## src/core/adcc_pkg.sv

```systemverilog
// Functional notes
// - Two-bit priority level field enables the channel request; nonzero enables at that level.
// - With the request enabled, the request follows the channel completion flag.
// - In complete mode the flag in bit 0 sets when a conversion finishes.
// - In compare modes the flag sets only when the compare condition holds.
// - The flag clears automatically when the channel interrupt vector executes.
// - Writing one to the flag bit clears it; writing zero leaves it unchanged.
// - Signed results are two's complement with the top result bit as sign.
// - Low and high result bytes form one 16-bit value read via a latched pair.
// - Left-adjusted 12-bit mode puts result bits 11..4 in the high byte.
// - Left-adjusted mode puts bits 3..0 in the low byte upper nibble; rest zero.
// - Right-adjusted 12-bit mode puts bits 11..8 in the high byte lower nibble.
// - Right-adjusted upper high nibble copies bit 11 when signed, else zero.
// - In 8-bit mode the high byte copies bit 7 when signed, else zero.
// - In 8-bit and right-adjusted modes the low byte holds bits 7..0.
// - Scanning is active while the scan count is nonzero, inactive when zero.
// - The scan register exists only on channel zero.
// - While scanning the applied positive select is programmed select plus offset.
// - Each conversion increments the offset; offset equal to count wraps to zero.
// - A scan covers count plus one consecutive positive selections.
// - Flag condition select: 00 complete, 01 below, 11 above, 10 reserved.
package adcc_pkg;

  // Register indices; byte address is four times the index
  localparam logic [3:0] ADCC_IDX_MUXCTRL = 4'h1;
  localparam logic [3:0] ADCC_IDX_INTCTRL = 4'h2;
  localparam logic [3:0] ADCC_IDX_FLAG    = 4'h3;
  localparam logic [3:0] ADCC_IDX_CHAN_RESULT_LOW    = 4'h4;
  localparam logic [3:0] ADCC_IDX_CHAN_RESULT_HIGH    = 4'h5;
  localparam logic [3:0] ADCC_IDX_SCAN    = 4'h6;
  localparam logic [3:0] ADCC_IDX_CONFIG  = 4'h8;
  localparam logic [3:0] ADCC_IDX_THRESH  = 4'h9;

  // Field positions
  localparam int ADCC_POSITIVE_INPUT_SELECT_LSB = 3;
  localparam int ADCC_LVL_LSB    = 0;
  localparam int ADCC_MODE_LSB   = 2;
  localparam int ADCC_FLAG_BIT   = 0;
  localparam int ADCC_OFFS_LSB   = 4;
  localparam int ADCC_CNT_LSB    = 0;
  localparam int ADCC_SIGNED_BIT = 0;
  localparam int ADCC_RES_LSB    = 1;

  // Reset values
  localparam logic [7:0]  ADCC_RST_BYTE   = 8'h00;
  localparam logic [15:0] ADCC_RST_RESULT = 16'h0000;
  localparam logic [15:0] ADCC_RST_THRESH = 16'h0000;

  // Flag condition select codes
  typedef enum logic [1:0] {
    ADCC_COND_COMPLETE = 2'h0,
    ADCC_COND_BELOW    = 2'h1,
    ADCC_COND_RSVD     = 2'h2,
    ADCC_COND_ABOVE    = 2'h3
  } adcc_cond_t;

  // Result layout codes
  typedef enum logic [1:0] {
    ADCC_RES_RIGHT12 = 2'h0,
    ADCC_RES_RSVD    = 2'h1,
    ADCC_RES_EIGHT   = 2'h2,
    ADCC_RES_LEFT12  = 2'h3
  } adcc_res_t;

  // Finished conversion from the converter core
  typedef struct packed {
    logic        done;
    logic [11:0] conversion_value;
  } adcc_conv_t;

  // Request to the interrupt controller
  typedef struct packed {
    logic       req;
    logic [1:0] irq_priority_level;
  } adcc_irq_t;

endpackage : adcc_pkg

```

## src/core/adcc_channel.sv

```systemverilog
// The implementer's own choice: the Avalon-MM interface to the registers.
`timescale 1ns/100ps
module adcc_channel
  import adcc_pkg::*;
#(
  parameter int CHANNEL_INDEX = 0
) (
  // Clock and reset
  input  wire logic        mclk,
  input  wire logic        rst,
  // Avalon-MM slave
  input  wire logic [5:0]  avs_address,
  input  wire logic        avs_read,
  input  wire logic        avs_write,
  input  wire logic [31:0] avs_writedata,
  input  wire logic [3:0]  avs_byteenable,
  output logic      [31:0] avs_readdata,
  output logic             avs_waitrequest,
  // Converter core
  input  adcc_conv_t       conv_in,
  output logic      [3:0]  applied_input_select,
  // Interrupt controller
  output adcc_irq_t        irq_out,
  input  wire logic        irq_vector_ack
);

  // Elaboration check on the channel number
  if (CHANNEL_INDEX < 0 || CHANNEL_INDEX > 3) begin : g_bad_index
    $error("adcc_channel: CHANNEL_INDEX must be 0 to 3");
  end

  localparam bit HAS_SCAN = (CHANNEL_INDEX == 0);

  logic        ack_ff;
  logic [31:0] readdata_ff;
  logic [31:0] nxt_readdata;
  logic [3:0]  idx;
  logic        rd_take;
  logic        wr_fire;
  logic [3:0]  positive_input_select_ff;
  logic [1:0]  lvl_ff;
  adcc_cond_t  cond_ff;
  logic        flag_ff;
  logic [15:0] result_ff;
  logic [7:0]  high_temp_ff;
  logic [3:0]  offs_ff;
  logic [3:0]  cnt_ff;
  logic        signed_ff;
  adcc_res_t   res_ff;
  logic [15:0] thresh_ff;
  logic [3:0]  applied_ff;
  logic [3:0]  nxt_applied;
  logic [15:0] nxt_result;
  logic [15:0] cmp_val;
  logic        cmp_below;
  logic        cmp_above;
  logic        cond_met;
  logic        set_evt;
  logic        sw_clr;
  logic        scan_active;
  logic        scan_wr;

  // Places a 12-bit conversion into the 16-bit result pair
  function automatic logic [15:0] adcc_format(input logic [11:0] v,
                                              input adcc_res_t   res,
                                              input logic        sgn);
    logic [15:0] r;
    r = 16'h0000;
    unique case (res)
      ADCC_RES_LEFT12: r = {v[11:4], v[3:0], 4'h0};
      ADCC_RES_EIGHT:  r = {{8{sgn & v[7]}}, v[7:0]};
      default:         r = {{4{sgn & v[11]}}, v[11:8], v[7:0]};
    endcase
    return r;
  endfunction

  // Bus decode: one wait state per access
  assign idx             = avs_address[5:2];
  assign avs_waitrequest = (avs_read | avs_write) & ~ack_ff;
  assign rd_take         = avs_read & ~ack_ff;
  assign wr_fire         = avs_write & ack_ff & avs_byteenable[0];
  assign avs_readdata    = readdata_ff;

  // Acknowledge toggles for one cycle after a request is seen
  always_ff @(posedge mclk or posedge rst) begin
    if (rst) begin
      ack_ff <= 1'b0;
    end else begin
      ack_ff <= (avs_read | avs_write) & ~ack_ff;
    end
  end

  // Read data multiplexer; unmapped indices read zero
  always_comb begin
    nxt_readdata = 32'h0000_0000;
    unique case (idx)
      ADCC_IDX_MUXCTRL: nxt_readdata[7:0] = {1'b0, positive_input_select_ff, 3'h0};
      ADCC_IDX_INTCTRL: nxt_readdata[7:0] = {4'h0, cond_ff, lvl_ff};
      ADCC_IDX_FLAG:    nxt_readdata[7:0] = {7'h00, flag_ff};
      ADCC_IDX_CHAN_RESULT_LOW:    nxt_readdata[7:0] = result_ff[7:0];
      ADCC_IDX_CHAN_RESULT_HIGH:    nxt_readdata[7:0] = high_temp_ff;
      ADCC_IDX_SCAN:    nxt_readdata[7:0] = {offs_ff, cnt_ff};
      ADCC_IDX_CONFIG:  nxt_readdata[7:0] = {5'h00, res_ff, signed_ff};
      ADCC_IDX_THRESH:  nxt_readdata[15:0] = thresh_ff;
      default:          nxt_readdata = 32'h0000_0000;
    endcase
  end

  // Read data captured ahead of the acknowledge edge and held
  always_ff @(posedge mclk or posedge rst) begin
    if (rst) begin
      readdata_ff <= 32'h0000_0000;
    end else if (rd_take) begin
      readdata_ff <= nxt_readdata;
    end
  end

  // High byte snapshot taken when the low byte is read
  always_ff @(posedge mclk or posedge rst) begin
    if (rst) begin
      high_temp_ff <= ADCC_RST_BYTE;
    end else if (rd_take && idx == ADCC_IDX_CHAN_RESULT_LOW) begin
      high_temp_ff <= result_ff[15:8];
    end
  end

  // Positive input select
  always_ff @(posedge mclk or posedge rst) begin
    if (rst) begin
      positive_input_select_ff <= ADCC_RST_BYTE[3:0];
    end else if (wr_fire && idx == ADCC_IDX_MUXCTRL) begin
      positive_input_select_ff <= avs_writedata[ADCC_POSITIVE_INPUT_SELECT_LSB +: 4];
    end
  end

  // Interrupt control: level and flag condition
  always_ff @(posedge mclk or posedge rst) begin
    if (rst) begin
      lvl_ff  <= ADCC_RST_BYTE[1:0];
      cond_ff <= ADCC_COND_COMPLETE;
    end else if (wr_fire && idx == ADCC_IDX_INTCTRL) begin
      lvl_ff  <= avs_writedata[ADCC_LVL_LSB +: 2];
      cond_ff <= adcc_cond_t'(avs_writedata[ADCC_MODE_LSB +: 2]);
    end
  end

  // Conversion mode, result layout and compare threshold
  always_ff @(posedge mclk or posedge rst) begin
    if (rst) begin
      signed_ff <= 1'b0;
      res_ff    <= ADCC_RES_RIGHT12;
      thresh_ff <= ADCC_RST_THRESH;
    end else if (avs_write && ack_ff) begin
      if (avs_byteenable[0] && idx == ADCC_IDX_CONFIG) begin
        signed_ff <= avs_writedata[ADCC_SIGNED_BIT];
        res_ff    <= adcc_res_t'(avs_writedata[ADCC_RES_LSB +: 2]);
      end
      if (idx == ADCC_IDX_THRESH) begin
        if (avs_byteenable[0]) begin
          thresh_ff[7:0] <= avs_writedata[7:0];
        end
        if (avs_byteenable[1]) begin
          thresh_ff[15:8] <= avs_writedata[15:8];
        end
      end
    end
  end

  // Compare on the right-adjusted value, or the 8-bit value in 8-bit mode, signed when the mode is signed
  always_comb begin
    nxt_result = adcc_format(conv_in.conversion_value, res_ff, signed_ff);
    cmp_val    = adcc_format(conv_in.conversion_value,
                             (res_ff == ADCC_RES_EIGHT) ? ADCC_RES_EIGHT : ADCC_RES_RIGHT12,
                             signed_ff);
    if (signed_ff) begin
      cmp_below = $signed(cmp_val) < $signed(thresh_ff);
      cmp_above = $signed(cmp_val) > $signed(thresh_ff);
    end else begin
      cmp_below = cmp_val < thresh_ff;
      cmp_above = cmp_val > thresh_ff;
    end
    unique case (cond_ff)
      ADCC_COND_COMPLETE: cond_met = 1'b1;
      ADCC_COND_BELOW:    cond_met = cmp_below;
      ADCC_COND_ABOVE:    cond_met = cmp_above;
      default:            cond_met = 1'b0;
    endcase
  end

  assign set_evt = conv_in.done & cond_met;
  assign sw_clr  = (wr_fire && idx == ADCC_IDX_FLAG && avs_writedata[ADCC_FLAG_BIT])
                   || irq_vector_ack;

  // Result pair loads on every finished conversion
  always_ff @(posedge mclk or posedge rst) begin
    if (rst) begin
      result_ff <= ADCC_RST_RESULT;
    end else if (conv_in.done) begin
      result_ff <= nxt_result;
    end
  end

  // Completion flag: a set beats a clear in the same cycle
  always_ff @(posedge mclk or posedge rst) begin
    if (rst) begin
      flag_ff <= 1'b0;
    end else if (set_evt) begin
      flag_ff <= 1'b1;
    end else if (sw_clr) begin
      flag_ff <= 1'b0;
    end
  end

  // Request gated by a nonzero level, carried with the level in one driver
  assign irq_out = '{req: flag_ff & (lvl_ff != 2'h0), irq_priority_level: lvl_ff};

  // Scan sequencer; absent channels hold zero
  assign scan_active = (cnt_ff != 4'h0);
  assign scan_wr     = wr_fire && idx == ADCC_IDX_SCAN && HAS_SCAN;

  always_ff @(posedge mclk or posedge rst) begin
    if (rst) begin
      offs_ff <= ADCC_RST_BYTE[7:4];
      cnt_ff  <= ADCC_RST_BYTE[3:0];
    end else if (scan_wr) begin
      offs_ff <= avs_writedata[ADCC_OFFS_LSB +: 4];
      cnt_ff  <= avs_writedata[ADCC_CNT_LSB +: 4];
    end else if (conv_in.done && scan_active && HAS_SCAN) begin
      if (offs_ff == cnt_ff) begin
        offs_ff <= 4'h0;
      end else begin
        offs_ff <= offs_ff + 4'h1;
      end
    end
  end

  // Applied select, registered
  assign nxt_applied = scan_active ? (positive_input_select_ff + offs_ff) : positive_input_select_ff;

  always_ff @(posedge mclk or posedge rst) begin
    if (rst) begin
      applied_ff <= 4'h0;
    end else begin
      applied_ff <= nxt_applied;
    end
  end

  assign applied_input_select = applied_ff;
endmodule // adcc_channel

```

## config.mk

```make
export PLATFORM = sky130hd
export DESIGN_NAME = adcc_channel
export DESIGN_NICKNAME = d
export VERILOG_FILES = /design/src/core/adcc_pkg.sv /design/src/core/adcc_channel.sv
export SDC_FILE = /design/constraint.sdc
export NUM_CORES = 1
export LEC_CHECK = 0
export BUFFER_PORTS_ARGS = -buffer_cell sky130_fd_sc_hd__buf_2
export CAP_MARGIN = 5
export CORE_MARGIN = 2
export CORE_UTILIZATION = 39
export CTS_CLUSTER_SIZE = 20
export DETAILED_ROUTE_END_ITERATION = 6
export GPL_TIMING_DRIVEN = 1
export SKIP_CTS_REPAIR_TIMING = 1
export SYNTH_ARGS = -nofsm -noshare
export SYNTH_HDL_FRONTEND = slang
export SYNTH_SLANG_ARGS = --single-unit
```

## constraint.sdc

```tcl
create_clock -name mclk -period 4 [get_ports mclk]
set_clock_uncertainty 0.05 [all_clocks]
set_input_delay 0.4 -clock mclk [delete_from_list [all_inputs] [get_ports mclk]]
set_output_delay 0.4 -clock mclk [all_outputs]
set_load 0.01 [all_outputs]
```

==> impl.org, run 1 <==
** Logic synthesis
- Among all cell types in the netlist, the one instantiated most often is sky130_fd_sc_hd__dfrtp_1.
- The most used flip-flop cell after synthesis is sky130_fd_sc_hd__dfrtp_1.
- Cell area after synthesis :: 4470 um^2
- By count the netlist is led by sky130_fd_sc_hd__dfrtp_1, sky130_fd_sc_hd__nand2_1, sky130_fd_sc_hd__o21ai_0.
- Fraction of synthesis flops using an asynchronous set or reset pin :: 100%
- Post-Synthesis Mean Instance Area :: 9.78 um^2
- Number of warning messages in the yosys log :: 0
- Synthesis produced 457 cells.
- Number of enable flip-flop cells after synthesis :: 0
- Top cell type by total area after synthesis :: sky130_fd_sc_hd__dfrtp_1
- Synthesis inferred 81 register bits.
- Yosys attributes the largest share of cell area to sky130_fd_sc_hd__dfrtp_1, sky130_fd_sc_hd__mux2_2, sky130_fd_sc_hd__ha_1, sky130_fd_sc_hd__nand2_1, sky130_fd_sc_hd__o21ai_0.
- Summed over its instances, the top area cell type makes up 45.4% of the synthesized netlist area.
- Portion of the post-synthesis area used by sequential elements :: 45.4%
- Number of distinct standard cells referenced by the synthesized netlist :: 55

** Power and ir drop
- Total leakage power :: 2.55 nW
- Overall power consumption after layout is estimated at 0.00262 W.
- Cell Pwr Density :: 504 nW/um^2
- Worst-case vdd ir drop :: 0.000200 V

** Timing
- The smallest clock period supported by the final layout is computed as 3080 ps.
- Least-Margin Pin Slew :: 872 ps
- Worst-case headroom to the max-slew limit :: 41.3%
- Final worst-path cycle share :: 76.9%
- The count of endpoints failing hold in the final timing report was 0.
- Based on the critical path, the design can be clocked at up to 325 MHz.
- RSZ-0062 raised after global routing :: no
- Total negative setup slack :: 0 ps
- Setup violations remaining at the end of the flow were counted as 0.
- The count of final max-slew check failures is 0.
- Least setup slack across all paths after layout :: 922 ps
- WHS :: 210 ps

** Floorplanning
- Initial cell density of the core :: 39.5%
- The region available for standard cell placement spans 11300 um^2.
- The die is 111 um wide.
- Top Ports :: 100
- Die Span Y :: 111 um
- Row generation in the floorplan step produced 39 rows.
- Area enclosed by the die boundary :: 12300 um^2

** Outcome
- Outcome :: finished, final reports clean

** Clock tree
- Level count of the clock H-tree :: 3
- Clock-pin slew was measured on the worst setup and hold paths at 60 ps.
- TritonCTS clock tree :: yes
- For the worst-skew pair, the clock arrives at the later sink with an insertion delay of 340 ps.
- Root buf cell :: sky130_fd_sc_hd__clkbuf_16
- TritonCTS created 9 clock buffers.
- The clock passes through at most 2 buffers.
- Sinks on the clock net :: 81

** Finish
- Antenna cells :: 0
- Compared with the post-synthesis result, the final layout area differs by 16.4%.
- Total area of multi-input combinational cells :: 2180 um^2
- Non-filler instance count after layout :: 663
- Sequential cell area :: 2030 um^2
- Of the cells placed in the final design, the portion with a size suffix greater than 1 is 22.7%.
- The filler cells instantiated in the layout total 1081.
- Final nets :: 596

** Placed design
- Routability congestion estimate :: 0.857
- Count of input and output buffers :: 63
- Worst slack at placement :: 951 ps
- In this run, placement finished with an instance count of 646.
- Once detailed placement completed, the half-perimeter wirelength came to 8180 um.

** Critical path
- Along the worst path, the maximum fanout reaches 14.
- Data arrives at the worst endpoint at 3260 ps.
- The worst setup path is captured at a register.
- Critical Path Start Type :: register
- The worst setup path is of the register to register kind.
- Worst endpoint required time :: 4180 ps

** Detailed routing
- Detailed-route via count :: 3520
- Number of remaining DRC errors :: 0
- The detail route stage leaves a number of antenna-violating nets equal to 0.
- Drt total wl :: 11100 um
- For this run, the detailed router's first-pass iteration total came to 5.
- Via-per-instance ratio :: 5.31
- In this run, the number of DRC markers left after iteration 0 of detailed routing was 223.
- Dividing the detail-routed wire length by the instance count gives 16.7 um.

** Run
- Max-cap violations in this run came to 0.

** Global route
- Global routing finished with a remaining overflow of 0.
- Entering global routing, the biggest net connects 66 pins.
- Global routing used 18.3% of the available tracks across all layers.
- Via count of the first global-routing pass :: 3390
- The first global-routing pass estimated 17800 um of wire.
- Number of antenna violations at the first check in global routing :: 0

** Min path
- The min-delay analysis places its worst path in the category input pin to register.
==> area by class of cell <==
class	instances	area share, %
well taps	143	3.44
repair buffers	69	6.98
multi-input cells	326	41.9
flip-flops and latches	81	39.0
clock buffers	9	4.33
inverters	28	2.02
clock inverters	7	2.38
==> final timing paths <==
check | startpoint | to | slack (ps) | cells after the start
setup / recovery | res_ff[0]$_DFFE_PP0P_ | flag_ff$_DFFE_PP0P_ | 920 | 11
hold / removal | avs_writedata[9] | thresh_ff[9]$_DFFE_PP0P_ | 210 | 3
setup reg to reg | res_ff[0]$_DFFE_PP0P_ | flag_ff$_DFFE_PP0P_ | 920 | 11
hold reg to reg | avs_readdata[8]$_DFFE_PP0P_ | avs_readdata[8]$_DFFE_PP0P_ | 420 | 2
max in group asynchronous | rst | result_ff[2]$_DFFE_PP0P_ | 2220 | 4
min in group asynchronous | rst | avs_readdata[14]$_DFFE_PP0P_ | 520 | 3
==> registers in the layout (all words and copies together), names as in the netlist <==
signal,cells
applied_input_select,4
cnt_ff,4
offs_ff,4
cond_ff,2
positive_input_select_ff,4
thresh_ff,16
avs_readdata,16
ack_ff,1
signed_ff,1
flag_ff,1
high_temp_ff,8
res_ff,2
result_ff,16
lvl_ff,2
==> worst max-delay path, cell delays in order (launching register included) <==
cell and delay (ps):
sky130_fd_sc_hd__dfrtp_1 360, sky130_fd_sc_hd__buf_4 180, sky130_fd_sc_hd__nand2b_1 210, sky130_fd_sc_hd__or2_2 340
sky130_fd_sc_hd__a21oi_1 350, sky130_fd_sc_hd__ha_1 350, sky130_fd_sc_hd__nand4_1 130, sky130_fd_sc_hd__a2111oi_0 70
sky130_fd_sc_hd__a211oi_1 330, sky130_fd_sc_hd__xnor2_1 130, sky130_fd_sc_hd__o211a_1 220, sky130_fd_sc_hd__o221a_2 240
==> metal layers <==
layer	vias to the layer above	share of wire, %	global-route usage [%]
met5	-	0	0
met4	0	2.0	6.75
met3	18	5.6	3.06
met2	110	45	27.7
met1	1694	47	26.7
li1	1698	-	-
==> cell families (layout without fill, tap and decap cells) <==
group / after synthesis / after routing / share of synthesized area [%]
AO/OA/AOI/OAI: 115 / 115 / 16.8
other: 1 / 16 / 0.0839
XOR/XNOR: 8 / 8 / 1.57
multiplexers: 41 / 41 / 9.97
AND/OR/NAND/NOR: 125 / 125 / 13.0
flip-flops: 81 / 81 / 45.4
adder cells (fa/ha/maj): 21 / 21 / 6.05
buffers and inverters: 65 / 113 / 7.14
==> stage by stage <==
stage / util (%) / area, um^2
2_1_floorplan: - / 4520
3_3_place_gp: 42.8 / 4840
3_5_place_dp: 42.8 / 4840
4_1_cts: 45.9 / 5190
5_1_grt: 45.9 / 5200
6_report: 45.9 / 5200
==> cell usage in the layout, fill, tap and decap left out, drive strengths merged, types with 8 or more instances in the layout <==
cell type / n
a21oi: 29
clkbuf: 9
dfrtp: 81
mux2i: 13
nand2: 50
conb: 16
mux2: 28
nor2b: 10
nand2b: 8
buf: 68
ha: 20
o21ai: 32
inv: 30
nor2: 31
nand3: 8
a22o: 10
==> report_power, final <==
part	switching, W	internal (W)
registers	0.000115	0.000957
clock network	0.000349	0.000615
logic	0.000328	0.000259
Note: power is estimated with default switching activity, not from simulation.
==> run 2: changes to the inputs <==
==> constraint.sdc (replaced) <==
create_clock -name mclk -period 2.8 [get_ports mclk]
set_clock_uncertainty 0.05 [all_clocks]
set_input_delay 0.28 -clock mclk [delete_from_list [all_inputs] [get_ports mclk]]
set_output_delay 0.28 -clock mclk [all_outputs]
set_load 0.01 [all_outputs]
==> run 2 against run 1 <==
Global-route usage grew 0.46 points. Highest routed layer unchanged. The flow now finishes with violations (negative hold slack). Worst setup slack lost 770 ps. Critical path type unchanged. Combinational power grew 44%. Design area grew 0.58%. Register-to-register slack lost 770 ps.
==> impl.org, run 2 (synthesis gave the netlist of run 1 again) <==
** Outcome
- The run finished, with violations left.
- Violations in the final reports :: negative hold slack

** Global route
- Wire length of the first global-routing pass :: 18100 um
- Global routing used 18.8% of the available tracks.
- Via count of the first global-routing pass :: 3526
- Summed over all layers, the global routing overflow is 0.
- Pin count of the biggest net entering global routing :: 82
- Number of antenna violations at the first check in global routing :: 0

** Finish
- Final design instance area without fill :: 5230 um^2
- The number of antenna diodes in the final layout is 0.
- In the final layout, the share of cells above drive strength 1 is 24.0%.
- Area growth from synthesis to layout :: 17.1%
- Number of filler instances in the final layout :: 1106
- The library cells used most frequently in the layout, excluding fill and tap cells, are sky130_fd_sc_hd__dfrtp_1, sky130_fd_sc_hd__buf_2, sky130_fd_sc_hd__nand2_1, sky130_fd_sc_hd__o21ai_0, sky130_fd_sc_hd__nor2_1.
- Leaving out fill and tap cells, the most frequent cell in the layout is sky130_fd_sc_hd__dfrtp_1.
- The finished layout holds 668 standard cells, fillers aside.
- Final nets :: 601

** Detailed routing
- Pre-antenna DRT Iters :: 4
- Once detail routing completed, the nets flagged for antenna violations numbered 0.
- Dividing the detail-routed wire length by the instance count gives 16.9 um.
- In the routed design, unresolved DRC markers number 0.
- After detailed routing, the total wire length is 11300 um.
- After the first detailed-routing iteration, the DRC count stood at 230.
- The final route contains 3583 vias.
- Via-per-instance ratio :: 5.36

** Placed design
- Inst Count DP :: 652
- Once detailed placement completed, the half-perimeter wirelength came to 8470 um.
- The placed instances occupy a cell area of 4900 um^2.
- Routability-driven placement finished with a final weighted congestion of 0.872.
- Count of input and output buffers :: 63

** Timing
- WHS :: -42.3 ps
- Shortest period the worst path allows :: 2650 ps
- Setup violations remaining at the end of the flow were counted as 0.
- Least-Margin Pin Slew :: 833 ps
- The count of final max-slew check failures came to 0.
- Final number of hold-violating endpoints :: 27
- Setup repair after global routing left no endpoint under its margin.
- Measured against its own limit, the worst slew margin works out to 43.9%.
- F_max :: 377 MHz
- Final worst-path cycle share :: 94.6%

** Clock tree
- Level count of the clock H-tree :: 3
- The tree is rooted in a sky130_fd_sc_hd__clkbuf_16.
- Clock latency on the worst-skew pair, taken at its later pin, is 340 ps.
- Sinks on the clock net :: 81
- The clock passes through at most 2 buffers.
- The number of clock buffers added by TritonCTS is 9.
- Clock-pin slew was measured on the worst setup and hold paths at 60 ps.
- TritonCTS built the clock tree.

** Run
- Max-cap violations in this run came to 0.

** Floorplanning
- The floorplan step defined a core boundary enclosing 11300 um^2.
- The floorplan step defined a die boundary enclosing 12300 um^2.
- The die is 111 um tall.
- Top Ports :: 100
- In this run the horizontal extent of the chip is 111 um.
- In this run the core area contains 39 standard-cell rows.
- The initial utilization of the core area, before any placement, comes to 39.5%.

** Critical path
- Counting cells, the worst reg-to-reg path comes to 10.
- Along the worst path, the maximum fanout reaches 5.
- For the worst setup path, the data arrival time is 2830 ps.
- Worst endpoint required time :: 2980 ps
- By startpoint and endpoint, the worst setup path is classified as register to register.
- The worst setup path is captured at a register.
- Critical Path Start Type :: register

** Power and ir drop
- Dividing total power by cell area gives a power density of 693 nW/um^2.
- Worst-case vdd ir drop :: 0.000413 V
- Summed over all cells, the static leakage comes to 2.57 nW.

** Min path
- The min-delay analysis places its worst path in the category input pin to async pin.
-- run 2: stage by stage --
stage               total power (W)  setup WS, ps  util, %  TNS [ps]  hold slack (ps)
finish                      0.00362           150     46.2         0            -42.3
global route                0.00383          3.22     46.2         0             22.2
CTS                         0.00365         -59.8     46.1     -59.8            -6.66
detailed placement          0.00240         -29.7     43.3     -29.7              365
global placement            0.00235           102     43.3         0              356
floorplan                   0.00210          60.6        -         0              347
-- run 2: final timing paths --
path,start,end,slack [ps]
min in group mclk,avs_writedata[14],thresh_ff[14]$_DFFE_PP0P_,100
worst max-delay path,res_ff[0]$_DFFE_PP0P_,flag_ff$_DFFE_PP0P_,150
worst min register to register,avs_readdata[9]$_DFFE_PP0P_,avs_readdata[9]$_DFFE_PP0P_,430
worst max register to register,res_ff[0]$_DFFE_PP0P_,flag_ff$_DFFE_PP0P_,150
max in group asynchronous,rst,result_ff[10]$_DFFE_PP0P_,2360
worst min-delay path,rst,ack_ff$_DFF_PP0_,-40
-- run 2: area by class of cell --
type | instances | area (um^2) | share of cell area [%]
clock buffer | 13 | 270 | 5.17
clock inverter | 3 | 46.3 | 0.885
inverter | 28 | 105 | 2.01
multi-input combinational | 326 | 2190 | 41.9
sequential | 81 | 2030 | 38.7
tap | 143 | 179 | 3.42
timing repair buffer | 74 | 410 | 7.85
-- run 2: power breakdown --
part           internal, W  total [W]  switching, W
logic             0.000376   0.000843      0.000467
clock network     0.000767    0.00124      0.000472
registers          0.00137    0.00154      0.000175
-- run 2: critical path, stage by stage (launching register included) --
cell,delay [ps]
sky130_fd_sc_hd__dfrtp_1,370
sky130_fd_sc_hd__nand2b_1,150
sky130_fd_sc_hd__or2_2,330
sky130_fd_sc_hd__a21oi_2,250
sky130_fd_sc_hd__ha_1,220
sky130_fd_sc_hd__nand4_1,170
sky130_fd_sc_hd__a2111oi_2,290
sky130_fd_sc_hd__a211oi_2,110
sky130_fd_sc_hd__xnor2_1,160
sky130_fd_sc_hd__o211a_1,220
sky130_fd_sc_hd__o221a_2,240
-- run 2: routing by layer --
metal  part of all wire, %  wire length, um  GRT usage, %
met5                     0                0             0
met4                   2.2              244          8.31
met3                   6.7              757          3.94
met2                    44             4980          27.7
met1                    47             5300          26.8
==> run 3: changes to the inputs <==
--- a/config.mk
+++ b/config.mk
@@ -8,7 +8,7 @@
 export BUFFER_PORTS_ARGS = -buffer_cell sky130_fd_sc_hd__buf_2
 export CAP_MARGIN = 5
 export CORE_MARGIN = 2
-export CORE_UTILIZATION = 39
+export CORE_UTILIZATION = 40
 export CTS_CLUSTER_SIZE = 20
 export DETAILED_ROUTE_END_ITERATION = 6
 export GPL_TIMING_DRIVEN = 1
==> constraint.sdc (replaced) <==
create_clock -name mclk -period 2.8 [get_ports mclk]
set_clock_uncertainty 0.05 [all_clocks]
set_input_delay 0.84 -clock mclk [delete_from_list [all_inputs] [get_ports mclk]]
set_output_delay 0.84 -clock mclk [all_outputs]
set_load 0.01 [all_outputs]
==> run 3 against run 2 <==
The run now ends clean. Global-route usage grew 1.6 points. Worst setup slack lost 120 ps. Count of clock-buffer cells in the layout grew 1. First-iteration DRC count shrank 9.6%. Wire length grew 2.6%. Flip-flop and latch count is the same. Sequential share of layout area shrank 0.46 points. Clock power shrank 27%. Combinational power grew 8.1%. Critical endpoint unchanged. Largest cell class unchanged. Highest routed layer unchanged.
==> impl.org, run 3 (synthesis gave the netlist of run 1 again) <==
** Power and ir drop
- Overall power of the completed layout :: 0.00336 W
- Summed over all cells, the static leakage comes to 2.57 nW.
- Cell Pwr Density :: 634 nW/um^2
- Worst-case vdd ir drop :: 0.000329 V

** Critical path
- STA puts the critical path data arrival time at 2980 ps.
- The worst register-to-register path begins at res_ff[0]$_DFFE_PP0P_.
- The setup check on the worst reg-to-reg path leaves a slack of 70 ps.
- Crit path launch :: conv_in[7]
- Critical path class :: input pin to register
- Of all nets on the critical path, the largest fanout is 4.
- Critical Path Start Type :: input pin
- Data on the critical path is required at its endpoint by 3010 ps.
- Crit path capture type :: register

** Timing
- Derived from the worst setup path, the maximum achievable clock frequency is 361 MHz.
- The worst path in the final design needs a cycle of 2770 ps, including I/O delays and setup.
- Final hold analysis gives a worst-case slack of 442 ps.
- At the pin with the least slew margin, the transition time is 560 ps.
- Count of pins over their slew limit :: 0
- Final worst-path cycle share :: 99.0%
- The count of endpoints failing hold in the final timing report was 0.
- Across all setup checks in the final design, the least slack found is 27.8 ps.
- Setup violation total in the final timing report :: 0
- Measured against its own limit, the worst slew margin works out to 62.7%.

** Detailed routing
- For this run, design rule violations remaining after detail routing come to 0.
- Detailed-route via count :: 3626
- DR iter-0 viols :: 208
- Wires add up to 11600 um.
- After detailed routing, the average wire length per cell comes to 17.1 um.
- Pre-antenna DRT Iters :: 4
- Dividing the detail-routed via count by the number of cells gives 5.36.
- Antenna viol nets, final :: 0

** Finish
- Final nets :: 613
- Proportion of layout cells with a drive suffix above 1 :: 26.4%
- Antenna cells :: 0
- Most frequent cells in the layout :: sky130_fd_sc_hd__dfrtp_1, sky130_fd_sc_hd__buf_2, sky130_fd_sc_hd__nand2_1, sky130_fd_sc_hd__o21ai_0, sky130_fd_sc_hd__nor2_1
- Leaving out fill and tap cells, the most frequent cell in the layout is sky130_fd_sc_hd__dfrtp_1.
- Area growth from synthesis to layout :: 18.5%

** Run
- The tool flagged a number of max-cap violations equal to 0.

** Floorplanning
- Measured along the y axis, the die boundary spans 110 um.
- The core region is 10900 um^2.
- Top Ports :: 100
- Total number of placement rows :: 38
- Die X :: 110 um
- The die covers 12000 um^2.
- Initial cell density of the core :: 41.0%

** Clock tree
- Root buf cell :: sky130_fd_sc_hd__clkbuf_8
- Deepest clock path buffer count :: 2
- Clock edge transition at the registers on the reported setup and hold paths :: 80 ps
- Sinks on the clock net :: 81
- TritonCTS built the clock tree.
- Level count of the clock H-tree :: 3
- Clk_lat worst skew :: 360 ps
- CTS buffer count :: 9

** Outcome
- The flow ran to the end, and the final reports show no timing, DRC or antenna violations.

** Global route
- The first global-routing pass estimated 18300 um of wire.
- The number of global-route vias before repair was 3498.
- Number of antenna violations at the first check in global routing :: 0
- GRT Residual Overflow :: 0
- Global routing consumed, over all layers together, 20.4% of the routing resources.
- Pin count of the biggest net entering global routing :: 82

** Placed design
- Count of input and output buffers :: 63
- OpenSTA, run right after detailed placement, puts the worst setup slack at -416 ps.
- Routability congestion estimate :: 0.874
- Detailed-placement wirelength estimate :: 8790 um

** Min path
- Hold WC Path Type :: register to register
- The worst hold path begins at avs_readdata[15]$_DFFE_PP0P_.
run 3: cell count changes in the layout (fill, tap and decap cells not counted), moves of 4 or more:
cell,previous run,this run
sky130_fd_sc_hd__buf_4,10,22
sky130_fd_sc_hd__clkbuf_16,9,0
sky130_fd_sc_hd__clkbuf_8,3,12
sky130_fd_sc_hd__ha_1,20,16
sky130_fd_sc_hd__ha_4,0,4
run 3: stage by stage:
| step | std cells | utilization, % | instance area [um^2] | TNS, ps |
|---|---|---|---|---|
| finish | 677 | 48.6 | 5290 | 0 |
| global route | 677 | 48.6 | 5290 | -29.3 |
| CTS | 675 | 47.6 | 5190 | -33.3 |
| detailed placement | 659 | 45.7 | 4980 | -416 |
| global placement | 659 | 45.7 | 4980 | -303 |
| floorplan | 472 | - | 4530 | -97.5 |
run 3: layer usage:
| metal | vias up | global-route usage [%] | wire length (um) |
|---|---|---|---|
| li1 | 1732 | - | - |
| met1 | 1761 | 29.8 | 5460 |
| met2 | 116 | 30.0 | 5200 |
| met3 | 17 | 3.56 | 706 |
| met4 | 0 | 7.87 | 208 |
| met5 | - | 0 | 0 |
run 3: final cells by class:
type / instances / area [um^2]
Clock buffer: 14 / 173
Clock inverter: 2 / 35.0
Fill cell: 1033 / 5590
Inverter: 28 / 109
Multi-Input combinational cell: 326 / 2270
Sequential cell: 81 / 2030
Tap cell: 140 / 175
Timing Repair Buffer: 86 / 507
run 3: where the power goes:
| part | switching [W] | internal, W |
|---|---|---|
| Combinational | 0.000502 | 0.000409 |
| Clock | 0.000424 | 0.000485 |
| Sequential | 0.000171 | 0.00137 |
| Total | 0.00110 | 0.00226 |
run 3: path summary, 6_finish.rpt:
| check | to | cells past startpoint |
|---|---|---|
| min in group asynchronous | thresh_ff[10]$_DFFE_PP0P_ | 3 |
| max | flag_ff$_DFFE_PP0P_ | 11 |
| min reg2reg | avs_readdata[15]$_DFFE_PP0P_ | 2 |
| max in group asynchronous | offs_ff[0]$_DFFE_PP0P_ | 3 |
| min | avs_readdata[15]$_DFFE_PP0P_ | 2 |
| max reg2reg | flag_ff$_DFFE_PP0P_ | 10 |
run 3: critical path: stages:
cell	delay (ps)
sky130_fd_sc_hd__buf_6	70
sky130_fd_sc_hd__nand2_2	50
sky130_fd_sc_hd__or2_4	250
sky130_fd_sc_hd__a21oi_4	310
sky130_fd_sc_hd__ha_4	190
sky130_fd_sc_hd__nand4_1	180
sky130_fd_sc_hd__a2111oi_4	360
sky130_fd_sc_hd__a211oi_2	90
sky130_fd_sc_hd__xnor2_1	170
sky130_fd_sc_hd__o211a_1	250
sky130_fd_sc_hd__o221a_2	220
